### src/design/pdpe_defines.svh
/*
 Register offsets, field positions, reset values and bus codes for the port D upper / port E block.
 Assumes inclusion by bare name from the block's design file.
*/
// How it works
// - Slave port read (chip select and read strobe low): upper D pins drive the latch bits as read data, ignoring direction.
// - Slave port active: upper D pins also serve as write-data inputs, ignoring direction.
// - PWM channels B, C, D drive D pins 5-7 when direction is 0, above all else.
// - PWM shutdown may float the PWM channel pins when so configured.
// - Port E is 4 bits wide; three pins are bidirectional with Schmitt inputs.
// - Port E pins selected as analog inputs read back as 0.
// - Direction 1 floats the pin driver; direction 0 drives the output latch.
// - Direction bits still act on analog pins; software keeps those pins as inputs.
// - Reset makes all three port E pins analog inputs.
// - Upper four bits of port E direction register hold slave port control and status.
// - Port E latch has its own address; read-modify-write acts on latched value.
// - Unimplemented register bits read as 0.
// - Slave port runs when mode-select bit 4 is set and PWM is single output.
// - Dual or quad PWM output disables the slave port functions.
// - In slave mode E0 is read strobe, E1 write strobe, E2 chip select.
`ifndef PDPE_DEFINES_SVH
`define PDPE_DEFINES_SVH
`define PDPE_OFF_D_LVL 8'h00
`define PDPE_OFF_D_LAT 8'h04
`define PDPE_OFF_D_DIR 8'h08
`define PDPE_OFF_E_DIR 8'h0C
`define PDPE_OFF_E_LVL 8'h10
`define PDPE_OFF_E_LAT 8'h14
`define PDPE_OFF_E_ANA 8'h18
`define PDPE_OFF_CTRL 8'h1C
`define PDPE_BIT_IBF 7
`define PDPE_BIT_OBF 6
`define PDPE_BIT_INPUT_BUFFER_OVERFLOW 5
`define PDPE_BIT_MODE 4
`define PDPE_BIT_SDTRI 0
`define PDPE_RST_D_DIR 4'hF
`define PDPE_RST_D_LAT 4'h0
`define PDPE_RST_E_DIR 3'h7
`define PDPE_RST_E_LAT 3'h0
`define PDPE_RST_E_ANA 3'h7
`define PDPE_RESP_OKAY 2'h0
`define PDPE_RESP_SLVERR 2'h2
`endif

### src/design/pdpe_pkg.sv
/*
 Types shared by the port D upper / port E block.
 Assumes nothing beyond a SystemVerilog compiler.
*/
package pdpe_pkg;
	typedef logic [7:0] pdpe_byte_t;
	typedef enum logic [4:0] {
		PDPE_DRV_PORT = 5'b0_0001,
		PDPE_DRV_SLRD = 5'b0_0010,
		PDPE_DRV_SLIN = 5'b0_0100,
		PDPE_DRV_PWM = 5'b0_1000,
		PDPE_DRV_HIZ = 5'b1_0000
	} pdpe_drv_e;
endpackage

### src/design/pdpe_gpio.sv
/*
 Pin control for port D pins 4-7 and port E pins 0-3, with an AXI4-Lite register slave.
 Assumes the slave port handshake logic, PWM generator and analog converter sit outside;
 pins arrive asynchronously and pass two flip-flops here.
*/
`include "pdpe_defines.svh"
module pdpe_gpio
	import pdpe_pkg::*;
#(
	parameter int ADDR_W = 8
) (
	input wire logic clk,
	input wire logic rst,
	input wire logic s_axi_awvalid,
	output logic s_axi_awready,
	input wire logic [ADDR_W-1:0] s_axi_awaddr,
	input wire logic s_axi_wvalid,
	output logic s_axi_wready,
	input wire logic [31:0] s_axi_wdata,
	input wire logic [3:0] s_axi_wstrb,
	output logic s_axi_bvalid,
	input wire logic s_axi_bready,
	output logic [1:0] s_axi_bresp,
	input wire logic s_axi_arvalid,
	output logic s_axi_arready,
	input wire logic [ADDR_W-1:0] s_axi_araddr,
	output logic s_axi_rvalid,
	input wire logic s_axi_rready,
	output logic [31:0] s_axi_rdata,
	output logic [1:0] s_axi_rresp,
	input wire logic [3:0] port_d_pin_i,
	output logic [3:0] port_d_pin_o,
	output logic [3:0] port_d_pin_oe,
	input wire logic [3:0] port_e_pin_i,
	output logic [2:0] port_e_pin_o,
	output logic [2:0] port_e_pin_oe,
	input wire logic pwm_channel_b_out,
	input wire logic pwm_channel_c_out,
	input wire logic pwm_channel_d_out,
	input wire logic [2:0] pwm_pin_enable,
	input wire logic pwm_multi_output,
	input wire logic pwm_shutdown,
	input wire logic input_buffer_full,
	input wire logic output_buffer_full,
	input wire logic input_buffer_overflow_set,
	output logic slave_port_active,
	output logic slave_read_active,
	output logic slave_write_active,
	output logic [3:0] slave_write_data
);
	logic [3:0] d_sync1_reg, d_sync_reg;
	logic [3:0] e_sync1_reg, e_sync_reg;
	logic [3:0] d_lat_reg, d_dir_reg;
	logic [2:0] e_lat_reg, e_dir_reg, e_ana_reg;
	logic mode_reg, input_buffer_overflow_reg, sdtri_reg;
	logic aw_hold_reg, w_hold_reg;
	logic [ADDR_W-1:0] awaddr_reg;
	logic [7:0] wdata_reg;
	logic wstrb0_reg;
	logic bvalid_reg, rvalid_reg;
	logic [1:0] bresp_reg, rresp_reg;
	logic [31:0] rdata_reg;
	logic [3:0] d_o_reg, d_oe_reg;
	logic [2:0] e_o_reg, e_oe_reg;
	logic [3:0] swdata_reg;
	logic do_write, do_read, wr_hit, rd_hit;
	logic rd_strobe, cs_strobe, wr_strobe;
	logic [3:0] pwm_val, pwm_sel;
	pdpe_byte_t rd_val;

	function automatic pdpe_drv_e drive_src(input logic pwm_on, input logic dir,
		input logic sl_act, input logic sl_rd, input logic shut, input logic tri_cfg);
		if (pwm_on && !dir) begin
			drive_src = (shut && tri_cfg) ? PDPE_DRV_HIZ : PDPE_DRV_PWM;
		end else if (sl_act && sl_rd) begin
			drive_src = PDPE_DRV_SLRD;
		end else if (sl_act) begin
			drive_src = PDPE_DRV_SLIN;
		end else begin
			drive_src = dir ? PDPE_DRV_HIZ : PDPE_DRV_PORT;
		end
	endfunction

	function automatic logic is_mapped(input logic [ADDR_W-1:0] a);
		is_mapped = a == ADDR_W'(`PDPE_OFF_D_LVL) || a == ADDR_W'(`PDPE_OFF_D_LAT)
			|| a == ADDR_W'(`PDPE_OFF_D_DIR) || a == ADDR_W'(`PDPE_OFF_E_DIR)
			|| a == ADDR_W'(`PDPE_OFF_E_LVL) || a == ADDR_W'(`PDPE_OFF_E_LAT)
			|| a == ADDR_W'(`PDPE_OFF_E_ANA) || a == ADDR_W'(`PDPE_OFF_CTRL);
	endfunction

	// Pin synchronisers
	always_ff @(posedge clk or posedge rst) begin
		if (rst) begin
			d_sync1_reg <= 4'h0;
			d_sync_reg <= 4'h0;
			e_sync1_reg <= 4'hF;
			e_sync_reg <= 4'hF;
		end else begin
			d_sync1_reg <= port_d_pin_i;
			d_sync_reg <= d_sync1_reg;
			e_sync1_reg <= port_e_pin_i;
			e_sync_reg <= e_sync1_reg;
		end
	end

	// Slave port gating and strobes
	assign slave_port_active = mode_reg && !pwm_multi_output;
	assign rd_strobe = !e_sync_reg[0];
	assign wr_strobe = !e_sync_reg[1];
	assign cs_strobe = !e_sync_reg[2];
	assign slave_read_active = slave_port_active && cs_strobe && rd_strobe;
	assign slave_write_active = slave_port_active && cs_strobe && wr_strobe;
	assign slave_write_data = swdata_reg;

	// Write data captured from pins in slave mode
	always_ff @(posedge clk or posedge rst) begin
		if (rst) begin
			swdata_reg <= 4'h0;
		end else if (slave_write_active) begin
			swdata_reg <= d_sync_reg;
		end
	end

	// Pin drive selection
	assign pwm_val = {pwm_channel_d_out, pwm_channel_c_out, pwm_channel_b_out, 1'b0};
	assign pwm_sel = {pwm_pin_enable, 1'b0};
	always_ff @(posedge clk or posedge rst) begin
		if (rst) begin
			d_o_reg <= 4'h0;
			d_oe_reg <= 4'h0;
		end else begin
			for (int i = 0; i < 4; i++) begin
				unique case (drive_src(pwm_sel[i], d_dir_reg[i], slave_port_active,
					slave_read_active, pwm_shutdown, sdtri_reg))
					PDPE_DRV_PWM: begin
						d_o_reg[i] <= pwm_val[i];
						d_oe_reg[i] <= 1'b1;
					end
					PDPE_DRV_SLRD: begin
						d_o_reg[i] <= d_lat_reg[i];
						d_oe_reg[i] <= 1'b1;
					end
					PDPE_DRV_SLIN: begin
						d_o_reg[i] <= d_lat_reg[i];
						d_oe_reg[i] <= 1'b0;
					end
					PDPE_DRV_PORT: begin
						d_o_reg[i] <= d_lat_reg[i];
						d_oe_reg[i] <= 1'b1;
					end
					PDPE_DRV_HIZ: begin
						d_o_reg[i] <= d_lat_reg[i];
						d_oe_reg[i] <= 1'b0;
					end
				endcase
			end
		end
	end
	assign port_d_pin_o = d_o_reg;
	assign port_d_pin_oe = d_oe_reg;

	// Port E driven by latch and direction, analog or not
	always_ff @(posedge clk or posedge rst) begin
		if (rst) begin
			e_o_reg <= 3'h0;
			e_oe_reg <= 3'h0;
		end else begin
			e_o_reg <= e_lat_reg;
			e_oe_reg <= ~e_dir_reg;
		end
	end
	assign port_e_pin_o = e_o_reg;
	assign port_e_pin_oe = e_oe_reg;

	// Write channel
	assign s_axi_awready = !aw_hold_reg && !bvalid_reg;
	assign s_axi_wready = !w_hold_reg && !bvalid_reg;
	assign do_write = aw_hold_reg && w_hold_reg && !bvalid_reg;
	assign wr_hit = do_write && wstrb0_reg;
	always_ff @(posedge clk or posedge rst) begin
		if (rst) begin
			aw_hold_reg <= 1'b0;
			w_hold_reg <= 1'b0;
			awaddr_reg <= '0;
			wdata_reg <= 8'h00;
			wstrb0_reg <= 1'b0;
			bvalid_reg <= 1'b0;
			bresp_reg <= `PDPE_RESP_OKAY;
		end else begin
			if (s_axi_awvalid && s_axi_awready) begin
				aw_hold_reg <= 1'b1;
				awaddr_reg <= s_axi_awaddr;
			end
			if (s_axi_wvalid && s_axi_wready) begin
				w_hold_reg <= 1'b1;
				wdata_reg <= s_axi_wdata[7:0];
				wstrb0_reg <= s_axi_wstrb[0];
			end
			if (do_write) begin
				aw_hold_reg <= 1'b0;
				w_hold_reg <= 1'b0;
				bvalid_reg <= 1'b1;
				bresp_reg <= is_mapped(awaddr_reg) ? `PDPE_RESP_OKAY : `PDPE_RESP_SLVERR;
			end else if (s_axi_bready) begin
				bvalid_reg <= 1'b0;
			end
		end
	end
	assign s_axi_bvalid = bvalid_reg;
	assign s_axi_bresp = bresp_reg;

	// Port D registers
	always_ff @(posedge clk or posedge rst) begin
		if (rst) begin
			d_lat_reg <= `PDPE_RST_D_LAT;
			d_dir_reg <= `PDPE_RST_D_DIR;
		end else if (wr_hit) begin
			if (awaddr_reg == ADDR_W'(`PDPE_OFF_D_LVL) || awaddr_reg == ADDR_W'(`PDPE_OFF_D_LAT)) begin
				d_lat_reg <= wdata_reg[7:4];
			end
			if (awaddr_reg == ADDR_W'(`PDPE_OFF_D_DIR)) begin
				d_dir_reg <= wdata_reg[7:4];
			end
		end
	end

	// Port E registers and slave port control
	always_ff @(posedge clk or posedge rst) begin
		if (rst) begin
			e_lat_reg <= `PDPE_RST_E_LAT;
			e_dir_reg <= `PDPE_RST_E_DIR;
			e_ana_reg <= `PDPE_RST_E_ANA;
			mode_reg <= 1'b0;
			sdtri_reg <= 1'b0;
		end else if (wr_hit) begin
			if (awaddr_reg == ADDR_W'(`PDPE_OFF_E_LVL) || awaddr_reg == ADDR_W'(`PDPE_OFF_E_LAT)) begin
				e_lat_reg <= wdata_reg[2:0];
			end
			if (awaddr_reg == ADDR_W'(`PDPE_OFF_E_DIR)) begin
				e_dir_reg <= wdata_reg[2:0];
				mode_reg <= wdata_reg[`PDPE_BIT_MODE];
			end
			if (awaddr_reg == ADDR_W'(`PDPE_OFF_E_ANA)) begin
				e_ana_reg <= wdata_reg[2:0];
			end
			if (awaddr_reg == ADDR_W'(`PDPE_OFF_CTRL)) begin
				sdtri_reg <= wdata_reg[`PDPE_BIT_SDTRI];
			end
		end
	end

	// Overflow flag: a new event wins over a software clear
	always_ff @(posedge clk or posedge rst) begin
		if (rst) begin
			input_buffer_overflow_reg <= 1'b0;
		end else if (input_buffer_overflow_set) begin
			input_buffer_overflow_reg <= 1'b1;
		end else if (wr_hit && awaddr_reg == ADDR_W'(`PDPE_OFF_E_DIR)) begin
			input_buffer_overflow_reg <= wdata_reg[`PDPE_BIT_INPUT_BUFFER_OVERFLOW];
		end
	end

	// Read mux
	always_comb begin
		rd_val = 8'h00;
		unique case (s_axi_araddr)
			ADDR_W'(`PDPE_OFF_D_LVL): rd_val = {d_sync_reg, 4'h0};
			ADDR_W'(`PDPE_OFF_D_LAT): rd_val = {d_lat_reg, 4'h0};
			ADDR_W'(`PDPE_OFF_D_DIR): rd_val = {d_dir_reg, 4'h0};
			ADDR_W'(`PDPE_OFF_E_DIR): rd_val = {input_buffer_full, output_buffer_full, input_buffer_overflow_reg, mode_reg,
				1'b0, e_dir_reg};
			ADDR_W'(`PDPE_OFF_E_LVL): rd_val = {4'h0, e_sync_reg[3], e_sync_reg[2:0] & ~e_ana_reg};
			ADDR_W'(`PDPE_OFF_E_LAT): rd_val = {5'h00, e_lat_reg};
			ADDR_W'(`PDPE_OFF_E_ANA): rd_val = {5'h00, e_ana_reg};
			ADDR_W'(`PDPE_OFF_CTRL): rd_val = {7'h00, sdtri_reg};
			default: rd_val = 8'h00;
		endcase
	end

	// Read channel
	assign s_axi_arready = !rvalid_reg;
	assign do_read = s_axi_arvalid && s_axi_arready;
	assign rd_hit = is_mapped(s_axi_araddr);
	always_ff @(posedge clk or posedge rst) begin
		if (rst) begin
			rvalid_reg <= 1'b0;
			rdata_reg <= 32'h0000_0000;
			rresp_reg <= `PDPE_RESP_OKAY;
		end else if (do_read) begin
			rvalid_reg <= 1'b1;
			rdata_reg <= {24'h00_0000, rd_val};
			rresp_reg <= rd_hit ? `PDPE_RESP_OKAY : `PDPE_RESP_SLVERR;
		end else if (s_axi_rready) begin
			rvalid_reg <= 1'b0;
		end
	end
	assign s_axi_rvalid = rvalid_reg;
	assign s_axi_rdata = rdata_reg;
	assign s_axi_rresp = rresp_reg;
endmodule

### config.mk
export PLATFORM = sky130hd
export DESIGN_NAME = pdpe_gpio
export DESIGN_NICKNAME = d
export VERILOG_FILES = /design/src/design/pdpe_pkg.sv /design/src/design/pdpe_gpio.sv
export VERILOG_INCLUDE_DIRS = /design/src /design/src/design
export SDC_FILE = /design/constraint.sdc
export NUM_CORES = 1
export LEC_CHECK = 0
export BUFFER_PORTS_ARGS = -buffer_cell sky130_fd_sc_hd__buf_2
export CORE_UTILIZATION = 45
export CTS_CLUSTER_DIAMETER = 60
export CTS_CLUSTER_SIZE = 14
export DETAILED_ROUTE_END_ITERATION = 10
export PLACE_DENSITY_LB_ADDON = 0.3
export SYNTH_ARGS = -nofsm -noshare
export SYNTH_HDL_FRONTEND = slang
export SYNTH_SLANG_ARGS = --single-unit
### constraint.sdc
create_clock -name clk -period 6.1 [get_ports clk]
set_clock_uncertainty 0.2 [all_clocks]
set_input_delay 1.525 -clock clk [delete_from_list [all_inputs] [get_ports clk]]
set_output_delay 1.525 -clock clk [all_outputs]
set_load 0.005 [all_outputs]
==> impl_results.md, run 1 <==
- Pleak: 2.003 nW
- CP most frequent cell: buf_2
- Grt met3 use: 0.05135
- Gate power share: 0.180
- Slew margin rel.: 0.4355
- Max_cap viols: 0
- Fmax: around 230 MHz
- Root buf cell: clkbuf_8
- First-pass GRT wire length: between 10 and 15 mm
- EDFF count, synth: 0
- Number of I/O pins: 140
- Clock transition at path regs: approximately 0.08 ns
- Setup-failing EPs final: 0
- Maximum vdd drop: ~0.20 mV
- Cts repair resizes: 0
- Register area share after synthesis: 0.6060
- DRC: 0
- Net Switching: between 0.3 and 0.4 mW
- Vias in the first global route: 2157
- Post-Synthesis Cells: between 200 and 300
- Die area: 8148 sq um
- Drt pass-1 iters: 4
- Setup crit end kind: output port
- Type of the worst setup path: primary input to output port
- Nets@finish: roughly 430
- Tcrit/Tclk final: 0.7218
- Initial antenna violation count: 0
- Synth cell count leaders: 66 x dfrtp_1, 39 x mux2_2, 26 x buf_4
- Routed vias: approximately 2200
- Biggest area consumer among synthesized cells: dfrtp_1
- Crit path DAT: about 2.7 ns
- Fin. max-slew vios: 0
- Num Clock Sinks: 84
- Post-synth top area share: 0.4711
- Area delta synth->final: 18.20%
- Max FO, Critical Path: 5
- Clock latency on the worst-skew pair: approximately 0.34 ns
- Slowest stage delay, CP: between 0.6 and 0.7 ns
- I/O Buffers: 85
- Most numerous cell in the Yosys netlist: dfrtp_1
- DP HPWL: 4.674 mm
- Clock Path Buffers: 2
- Post-synth cell types: 34
- Final Hold Vio Count: 0
- Startpoint types: primary input
- Total CTS buffers: 9
- CTS Hold Buffers Added: 0
- Worst-Margin Slew: approximately 0.84 ns
- Status: finished clean
- Antenna diodes: 0
- WP buf/inv: 2
- Syn Area/Cell: about 13 sq um
- Setup TNS: 0 ns
- Power density cells: between 300 and 400 nW/um^2
- Routed Antenna Nets: 0
- Routed WL: about 6.3 mm
- Busiest grt layer: met2
- Die height: ~90 um
- Post-CTS Repair Setup Buffers: 0
- Final Cell Area: approximately 4100 sq um
- RSZ-0062 raised after global routing: false
- Dominant synthesized flop cell: dfrtp_1
- Filler cells: approximately 650
- Routability congestion estimate: around 0.86
- Async S/R FF share, synth: 1.000
- Area of the core: approximately 7400 sq um
- Power Internal: 1.033 mW
- Top cells by area, synth: dfrtp_1 47%, dfstp_2 13%, mux2_2 13%
- 1st-iter DRT viols: 91
- Total gr overflow: 0
- Min Tclk post-route: between 4 and 5 ns
- Row count: 31
- Via density: roughly 4.8
- Synth warnings: 0
- Starting density of the core: 0.4732
- Required @ worst endpoint: between 4 and 5 ns
- Fraction of final layout cells with drive strength greater than 1: 0.4721
- Switching part of the total: 0.2746
- Worst-path cell chain: buf_2 > nand2b_1 > nor3_1 > buf_2
- Sequential Power Share: 0.542
- WL/cell: between 10 and 15 um
- DP Area: ~4000 sq um
- H-Tree Depth: 3
- TritonCTS clock tree: yes
- GRT Total Usage: 0.1669
- Mapped Area: 3506 sq um
- GR Layer Usage met1: 0.2131
- Die width: ~90 um
- Largest net degree at the start of global routing: 54
- Cell family with most CP delay: simple AND/OR/NAND/NOR gates
- Met2 usage in global routing: 0.2723
- HP Class: register to register
- CP max stage cell: nor3_1
- Clock network fraction of total power: 0.277
- Yosys reg bits: 84
==> cells by family after synthesis <==
family                 after synthesis  synth area share
buffers and inverters               49           0.08030
multiplexers                        44            0.1574
flip-flops                          84            0.6060
AO/OA/AOI/OAI                       32           0.05675
other                                1          0.001070
AND/OR/NAND/NOR                     53           0.09850
==> per-layer routing <==
layer / wire [um] / part of all wire
met2: 3095 / 0.49
met3: 341 / 0.054
met1: 2795 / 0.44
met5: 0 / 0
met4: 84 / 0.013
==> worst paths after layout <==
path                       slack [ns]                 end  cells past startpoint             start
setup / recovery                 1.70  slave_write_active                      4  pwm_multi_output
hold / removal                   0.14       d_sync_reg[2]                      0    d_sync1_reg[2]
setup reg to reg                 3.79        d_dir_reg[0]                      4      s_axi_bvalid
hold reg to reg                  0.14       d_sync_reg[2]                      0    d_sync1_reg[2]
max in group asynchronous        3.68     port_e_pin_o[0]                      3               rst
min in group asynchronous        0.99       awaddr_reg[3]                      2               rst
==> placed cells by master, fill, tap and decap left out, types with 2 or more instances in the layout <==
master / n
clkinvlp_4: 2
a21o_1: 4
and2_1: 2
nor2b_1: 4
nor3b_1: 2
nand3b_1: 3
nand2_1: 15
mux4_2: 5
conb_1: 26
clkbuf_1: 2
o32a_1: 3
inv_1: 16
dfrtp_1: 66
mux2_2: 39
nor4_4: 2
nand2b_1: 2
a21oi_1: 7
dfstp_2: 18
o21ai_0: 14
nor2_1: 5
or4_1: 2
clkbuf_8: 11
nor3_1: 3
buf_2: 85
nand3_1: 6
==> layout make-up <==
cell class,count,area [sq um],share of cell area
Timing Repair Buffer,86,432.9,0.1045
Inverter,17,65.06,0.01570
Sequential cell,84,2125,0.5127
Multi-Input combinational cell,155,1194,0.2880
Tap cell,99,123.9,0.02989
Clock buffer,13,158.9,0.03835
Clock inverter,3,45.04,0.01087
==> per-stage QoR <==
step	hold slack (ns)	instances	setup slack [ns]	power, mW	util
after floorplan	0.1312	288	2.240	0.9520	-
after global placement	0.1310	441	1.697	1.030	0.5318
after detailed placement	0.1373	441	1.711	1.042	0.5318
after CTS	0.1460	457	1.686	1.439	0.5594
after global routing	0.1580	457	1.617	1.504	0.5594
final	0.1444	457	1.697	1.425	0.5594
==> worst register-to-register path, stage by stage (launching register included) <==
cell and delay, ns:
dfrtp_1 0.45, or4b_4 0.57, or2_4 0.30, nor4_4 0.35, mux2_2 0.38
==> power groups by stage <==
stage | Combinational, mW | Sequential (mW) | Clock, mW
after floorplan | 0.199 | 0.753 | 0
after global placement | 0.253 | 0.777 | 0
after detailed placement | 0.260 | 0.782 | 0
after CTS | 0.261 | 0.773 | 0.404
after global routing | 0.284 | 0.790 | 0.429
final | 0.257 | 0.773 | 0.395
No activity file was read; power rests on OpenSTA's default activity.
==> run 2, diff against run 1 <==
--- a/config.mk
+++ b/config.mk
@@ -7,7 +7,7 @@
 export NUM_CORES = 1
 export LEC_CHECK = 0
 export BUFFER_PORTS_ARGS = -buffer_cell sky130_fd_sc_hd__buf_2
-export CORE_UTILIZATION = 45
+export CORE_UTILIZATION = 43
 export CTS_CLUSTER_DIAMETER = 60
 export CTS_CLUSTER_SIZE = 14
 export DETAILED_ROUTE_END_ITERATION = 10
==> constraint.sdc (replaced) <==
create_clock -name clk -period 3.95 [get_ports clk]
set_clock_uncertainty 0.2 [all_clocks]
set_input_delay 0.9875 -clock clk [delete_from_list [all_inputs] [get_ports clk]]
set_output_delay 0.9875 -clock clk [all_outputs]
set_load 0.005 [all_outputs]
==> run 2 against run 1 <==
  * Global-route usage up 0.35 points
  * Cell count up 1.1%
  * Hold slack improved by 0.0026 ns
  * Register-to-register slack got worse by 2.2 ns
  * Wire length increased by 3.7%
  * Critical path depth unchanged
  * Clock-buffer cell count is 3 lower
  * Core utilization decreased by 2.0 points
  * Via count down 1.1%
  * Highest routed layer unchanged
==> impl_results.md, run 2 (synthesized netlist as in run 1, its figures left out) <==
- Status: finished clean
- Die area: 8518 sq um (+4.5%)
- Number of I/O pins: 140 (unchanged)
- Setup crit end: slave_read_active
- Setup crit end kind: output port
- TritonCTS clock tree: yes
- Final Hold Vio Count: 0 (unchanged)
- Num Clock Sinks: 84 (unchanged)
- Post-CTS Repair Setup Buffers: 0 (unchanged)
- Fraction of final layout cells with drive strength greater than 1: 0.4806 (+0.008489)
- Drt pass-1 iters: 4 (unchanged)
- Reg2reg path depth: 4 (unchanged)
- Overall power: 2.321 mW (+63%)
- Final cell count without fillers: 462 (+1.1%)
- Slew margin rel.: 0.5826 (+0.1471)
- Via density: 4.710 (-2.2%)
- Vias in the first global route: 2238 (+3.8%)
- Die width: 92.30 um (+2.2%)
- Total gr overflow: 0 (unchanged)
- GRT Total Usage: 0.1704 (+0.003461)
- Area of the core: 7807 sq um (+5.4%)
- Worst R2R Start: awaddr_reg[5]
- Type of the worst setup path: primary input to output port
- Root buf cell: clkbuf_8
- Max FO, Critical Path: 5 (unchanged)
- Routed WL: 6.552 mm (+3.7%)
- Tcrit/Tclk final: 0.7744
- Initial antenna violation count: 0 (unchanged)
- Fmax: between 300 and 400 MHz
- Maximum vdd drop: 0.3013 mV (+50%)
- DRC: 0 (unchanged)
- Filler cells: 683 (+5.6%)
- H-Tree Depth: 3 (unchanged)
- HP Class: register to register
- Max_cap viols: 0 (unchanged)
- Clock transition at path regs: 0.09 ns (about the same)
- Min Tclk post-route: a little over 3 ns
- Flop-to-flop setup slack: 1.59 ns (-2.20 ns)
- WL/cell: 14.18 um (+2.6%)
- Starting density of the core: 0.4490 (-0.02419)
- Worst-Margin Slew: 0.6254 ns (-0.2149 ns)
- Cell Count Post-Placement: 446 (+1.1%)
- Row count: 32 (+3.2%)
- Crit path DAT: 1.87 ns (-0.81 ns)
- Area delta synth->final: 20.02%
- Pleak: 2.040 nW (+1.8%)
- Antenna diodes: 0 (unchanged)
- Final core utilization: 0.5389 (-0.02042)
- Nets@finish: 433 (+0.46%)
- Cts repair resizes: 0 (unchanged)
- Required @ worst endpoint: 2.76 ns (-1.62 ns)
- Clock Path Buffers: 2 (unchanged)
- Die height: 92.30 um (+2.2%)
- Largest net degree at the start of global routing: 37 (-31%)
- Reg2Reg Capture Point: d_dir_reg[3]
- Beginning of the critical path: pwm_multi_output
- First-pass GRT wire length: 10.86 mm (+2.9%)
- Power density cells: 551.5 nW/um^2 (+60%)
- CTS Hold Buffers Added: 0 (unchanged)
- I/O Buffers: 85 (unchanged)
- DP HPWL: 4.909 mm (+5.0%)
- Total CTS buffers: 9 (unchanged)
- Setup TNS: 0 ns (unchanged)
- 1st-iter DRT viols: 66 (-27%)
- Most frequent cells in the layout: 85 x buf_2, 66 x dfrtp_1, 39 x mux2_2
- Commonest non-fill, non-tap cell in the layout: buf_2
- Startpoint types: primary input
- RSZ-0062 raised after global routing: false
- Routed Antenna Nets: 0 (unchanged)
- Fin. max-slew vios: 0 (unchanged)
- Clock latency on the worst-skew pair: 0.35 ns (about the same)
- Routability congestion estimate: 0.7914 (-8.1%)
- Setup-failing EPs final: 0 (unchanged)
- Routed vias: 2176 (-1.1%)
## run 2: power by group
group | internal, mW | leakage, nW | switching [mW] | total [mW]
Sequential | 1.04 | 0.992 | 0.150 | 1.19
Clock | 0.437 | 0.122 | 0.295 | 0.732
Combinational | 0.230 | 0.925 | 0.169 | 0.399
Total | 1.71 | 2.04 | 0.615 | 2.32
## run 2: area by class of cell
class	count	area, sq um	area share
inverters	17	65.06	0.01546
clock inverters	6	111.4	0.02646
repair buffers	88	447.9	0.1065
clock buffers	10	137.6	0.03271
multi-input cells	155	1194	0.2837
flip-flops and latches	84	2125	0.5049
well taps	102	127.6	0.03033
## run 2: how the worst min path moves through the flow
| stage | slack, ns | startpoint | endpoint | depth (start not counted) |
|---|---|---|---|---|
| 2_1_floorplan | 0.13 | d_sync1_reg[0] | d_sync_reg[0] | 0 |
| 3_3_place_gp | 0.13 | d_sync1_reg[2] | d_sync_reg[2] | 0 |
| 3_5_place_dp | 0.13 | d_sync1_reg[1] | d_sync_reg[1] | 0 |
| 4_1_cts | 0.15 | e_sync1_reg[0] | e_sync_reg[0] | 0 |
| 5_1_grt | 0.16 | d_sync1_reg[2] | d_sync_reg[2] | 0 |
| 6_report | 0.15 | e_sync1_reg[0] | e_sync_reg[0] | 0 |
## run 2: per-stage QoR
step                setup slack (ns)  instance area [sq um]  hold WS (ns)
finish                        0.8913                   4208        0.1470
global placement              0.9058                   3959        0.1331
global route                  0.8259                   4208        0.1563
floorplan                     0.6271                   3600        0.1312
CTS                           0.8836                   4208        0.1460
detailed placement            0.8942                   3959        0.1347
## run 2: metal layers
metal	wire (um)	track usage	up-vias
met5	0	0	-
met4	118	0.07031	0
met3	359	0.05747	10
met2	3102	0.2736	85
met1	2972	0.2114	1047
li1	-	-	1034
## run 2: critical path: stages
cell and delay (ns):
buf_2 0.09, nand2b_1 0.16, nor3_1 0.42, buf_2 0.21
==> run 3, diff against run 2 <==
--- a/config.mk
+++ b/config.mk
@@ -7,7 +7,7 @@
 export NUM_CORES = 1
 export LEC_CHECK = 0
 export BUFFER_PORTS_ARGS = -buffer_cell sky130_fd_sc_hd__buf_2
-export CORE_UTILIZATION = 43
+export CORE_UTILIZATION = 45
 export CTS_CLUSTER_DIAMETER = 60
 export CTS_CLUSTER_SIZE = 14
 export DETAILED_ROUTE_END_ITERATION = 10
==> constraint.sdc (replaced) <==
create_clock -name clk -period 3.2 [get_ports clk]
set_clock_uncertainty 0.2 [all_clocks]
set_input_delay 0.8 -clock clk [delete_from_list [all_inputs] [get_ports clk]]
set_output_delay 0.8 -clock clk [all_outputs]
set_load 0.005 [all_outputs]
==> run 3 against run 2 <==
  * Wire length increased by 0.11%
  * Hold slack improved by 0.012 ns
  * Power is 17% higher
  * Global-route usage is 0.36 points higher
  * Largest cell class unchanged
==> impl_results.md, run 3 (synthesized netlist as in run 1, its figures left out) <==
- Flop-to-flop setup slack: 0.87 ns (-0.72 ns)
- Slew margin rel.: 0.5773 (-0.005289)
- Fraction of final layout cells with drive strength greater than 1: 0.4806 (unchanged)
- Power density cells: 650.1 nW/um^2 (+18%)
- 1st-iter DRT viols: 57 (-14%)
- Met3 wire length: 358 um (-0.28%)
- RSZ-0062 raised after global routing: false
- Total gr overflow: 0 (unchanged)
- Clock latency on the worst-skew pair: 0.36 ns (about the same)
- Routed Antenna Nets: 0 (unchanged)
- DRC: 0 (unchanged)
- Maximum vdd drop: 0.3929 mV (+30%)
- Initial antenna violation count: 0 (unchanged)
- Via density: 4.880 (+3.6%)
- Cell Count Post-Placement: 443 (-0.67%)
- Die height: 90.27 um (-2.2%)
- Setup-failing EPs final: 0 (unchanged)
- Routed WL: 6.559 mm (+0.11%)
- Root buf cell: clkbuf_8
- Pre-CTS setup slack: 0.6380 ns (-0.2562 ns)
- Setup TNS: 0 ns (unchanged)
- Switching part of the total: 0.2872 (+0.02234)
- Max_cap viols: 0 (unchanged)
- Type of the worst setup path: primary input to output port
- Top sig layer: met4
- Startpoint types: primary input
- Commonest non-fill, non-tap cell in the layout: buf_2
- CTS Hold Buffers Added: 0 (unchanged)
- Vias in the first global route: 2236 (-0.089%)
- Fmax: approximately 400 MHz
- Met2 routed WL: 3.157 mm (+1.8%)
- Post-CTS Repair Setup Buffers: 0 (unchanged)
- Die width: 90.27 um (-2.2%)
- I/O Buffers: 85 (unchanged)
- Area of the core: 7408 sq um (-5.1%)
- WL/cell: 14.29 um (+0.76%)
- Routed vias: 2240 (+2.9%)
- Row count: 31 (-3.1%)
- Clock transition at path regs: 0.08 ns (about the same)
- Sequential Power Share: 0.541 (+0.029)
- Worst-Margin Slew: 0.6333 ns (+0.007924 ns)
- Nets@finish: 433 (unchanged)
- GRT Total Usage: 0.1740 (+0.003604)
- Gate power share: 0.182 (+0.010)
- Drt pass-1 iters: 4 (unchanged)
- Number of I/O pins: 140 (unchanged)
- DRT met1 WL: 2.901 mm (-2.4%)
- HP Class: register to register
- DP HPWL: 4.821 mm (-1.8%)
- Fin. max-slew vios: 0 (unchanged)
- Status: finished clean
- Area delta synth->final: 18.88%
- TritonCTS clock tree: yes
- Largest net degree at the start of global routing: 49 (+32%)
- Max FO, Critical Path: 3 (-2)
- Total CTS buffers: 9 (unchanged)
- Cts repair resizes: 0 (unchanged)
- Worst setup margin: 0.6910 ns (-0.2003 ns)
- Clock network fraction of total power: 0.277 (-0.039)
- Required @ worst endpoint: 2.20 ns (-0.56 ns)
- Min Tclk post-route: approximately 2.5 ns
- Clock Path Buffers: 2 (unchanged)
- Num Clock Sinks: 84 (unchanged)
- Crit path DAT: 1.51 ns (-0.36 ns)
- Setup crit end kind: output port
- Routability congestion estimate: 0.8400 (+6.1%)
- Power Internal: 1.931 mW (+13%)
- H-Tree Depth: 3 (unchanged)
- Net Switching: 0.7782 mW (+27%)
- Antenna diodes: 0 (unchanged)
- Pleak: 2.018 nW (-1.1%)
- Die area: 8148 sq um (-4.4%)
- Final Hold Vio Count: 0 (unchanged)
- Most frequent cells in the layout: 85 x buf_2, 66 x dfrtp_1, 39 x mux2_2
- Tcrit/Tclk final: 0.7841
- First-pass GRT wire length: 10.88 mm (+0.19%)
- Final cell count without fillers: 459 (-0.65%)
- Starting density of the core: 0.4732 (+0.02419)
run 3: changes by cell type in the layout (fill, tap and decap cells not counted):
cell        delta
bufinv_16      -2
buf_12         +1
buf_4          -1
clkbuf_8       -1
clkinv_4       +1
clkinvlp_4     +1
inv_6          +1
run 3: worst paths after layout:
path	start	to	cells past startpoint
max	pwm_multi_output	slave_write_active	4
min	e_sync1_reg[0]	e_sync_reg[0]	0
max reg2reg	awaddr_reg[5]	d_dir_reg[1]	4
min reg2reg	e_sync1_reg[0]	e_sync_reg[0]	0
max in group asynchronous	rst	e_dir_reg[0]	3
min in group asynchronous	rst	awaddr_reg[3]	2
run 3: area by class of cell:
type	instances	area [sq um]
fill	646	3241
clock inverter	7	76.32
multi-input combinational	155	1194
inverter	17	65.06
sequential	84	2125
timing repair buffer	88	460.4
tap	99	123.9
clock buffer	9	123.9
run 3: worst max-delay path, stage by stage:
cell      delay [ns]
buf_2           0.09
nand2b_1        0.15
nor3_1          0.28
buf_2           0.18
run 3: metal layers:
metal  vias up  global-route usage
met5         -                   0
met4         0             0.07392
met3        12             0.05303
met2        81              0.2805
met1      1112              0.2180
li1       1035                   -
run 3: power groups by stage:
stage / logic (mW) / clock network [mW] / registers [mW]
after global placement: 0.484 / 0 / 1.48
after detailed placement: 0.499 / 0 / 1.49
after floorplan: 0.379 / 0 / 1.44
final: 0.493 / 0.752 / 1.46
after global routing: 0.548 / 0.813 / 1.50
after CTS: 0.501 / 0.773 / 1.47
run 3: stage by stage:
| stage | area, sq um | util | hold WS, ns | total power [mW] |
|---|---|---|---|---|
| 5_1_grt | 4168 | 0.5626 | 0.1642 | 2.863 |
| 3_5_place_dp | 3968 | 0.5356 | 0.1373 | 1.986 |
| 2_1_floorplan | 3600 | - | 0.1312 | 1.815 |
| 4_1_cts | 4168 | 0.5626 | 0.1593 | 2.740 |
| 3_3_place_gp | 3968 | 0.5356 | 0.1311 | 1.964 |
| 6_report | 4168 | 0.5626 | 0.1588 | 2.710 |
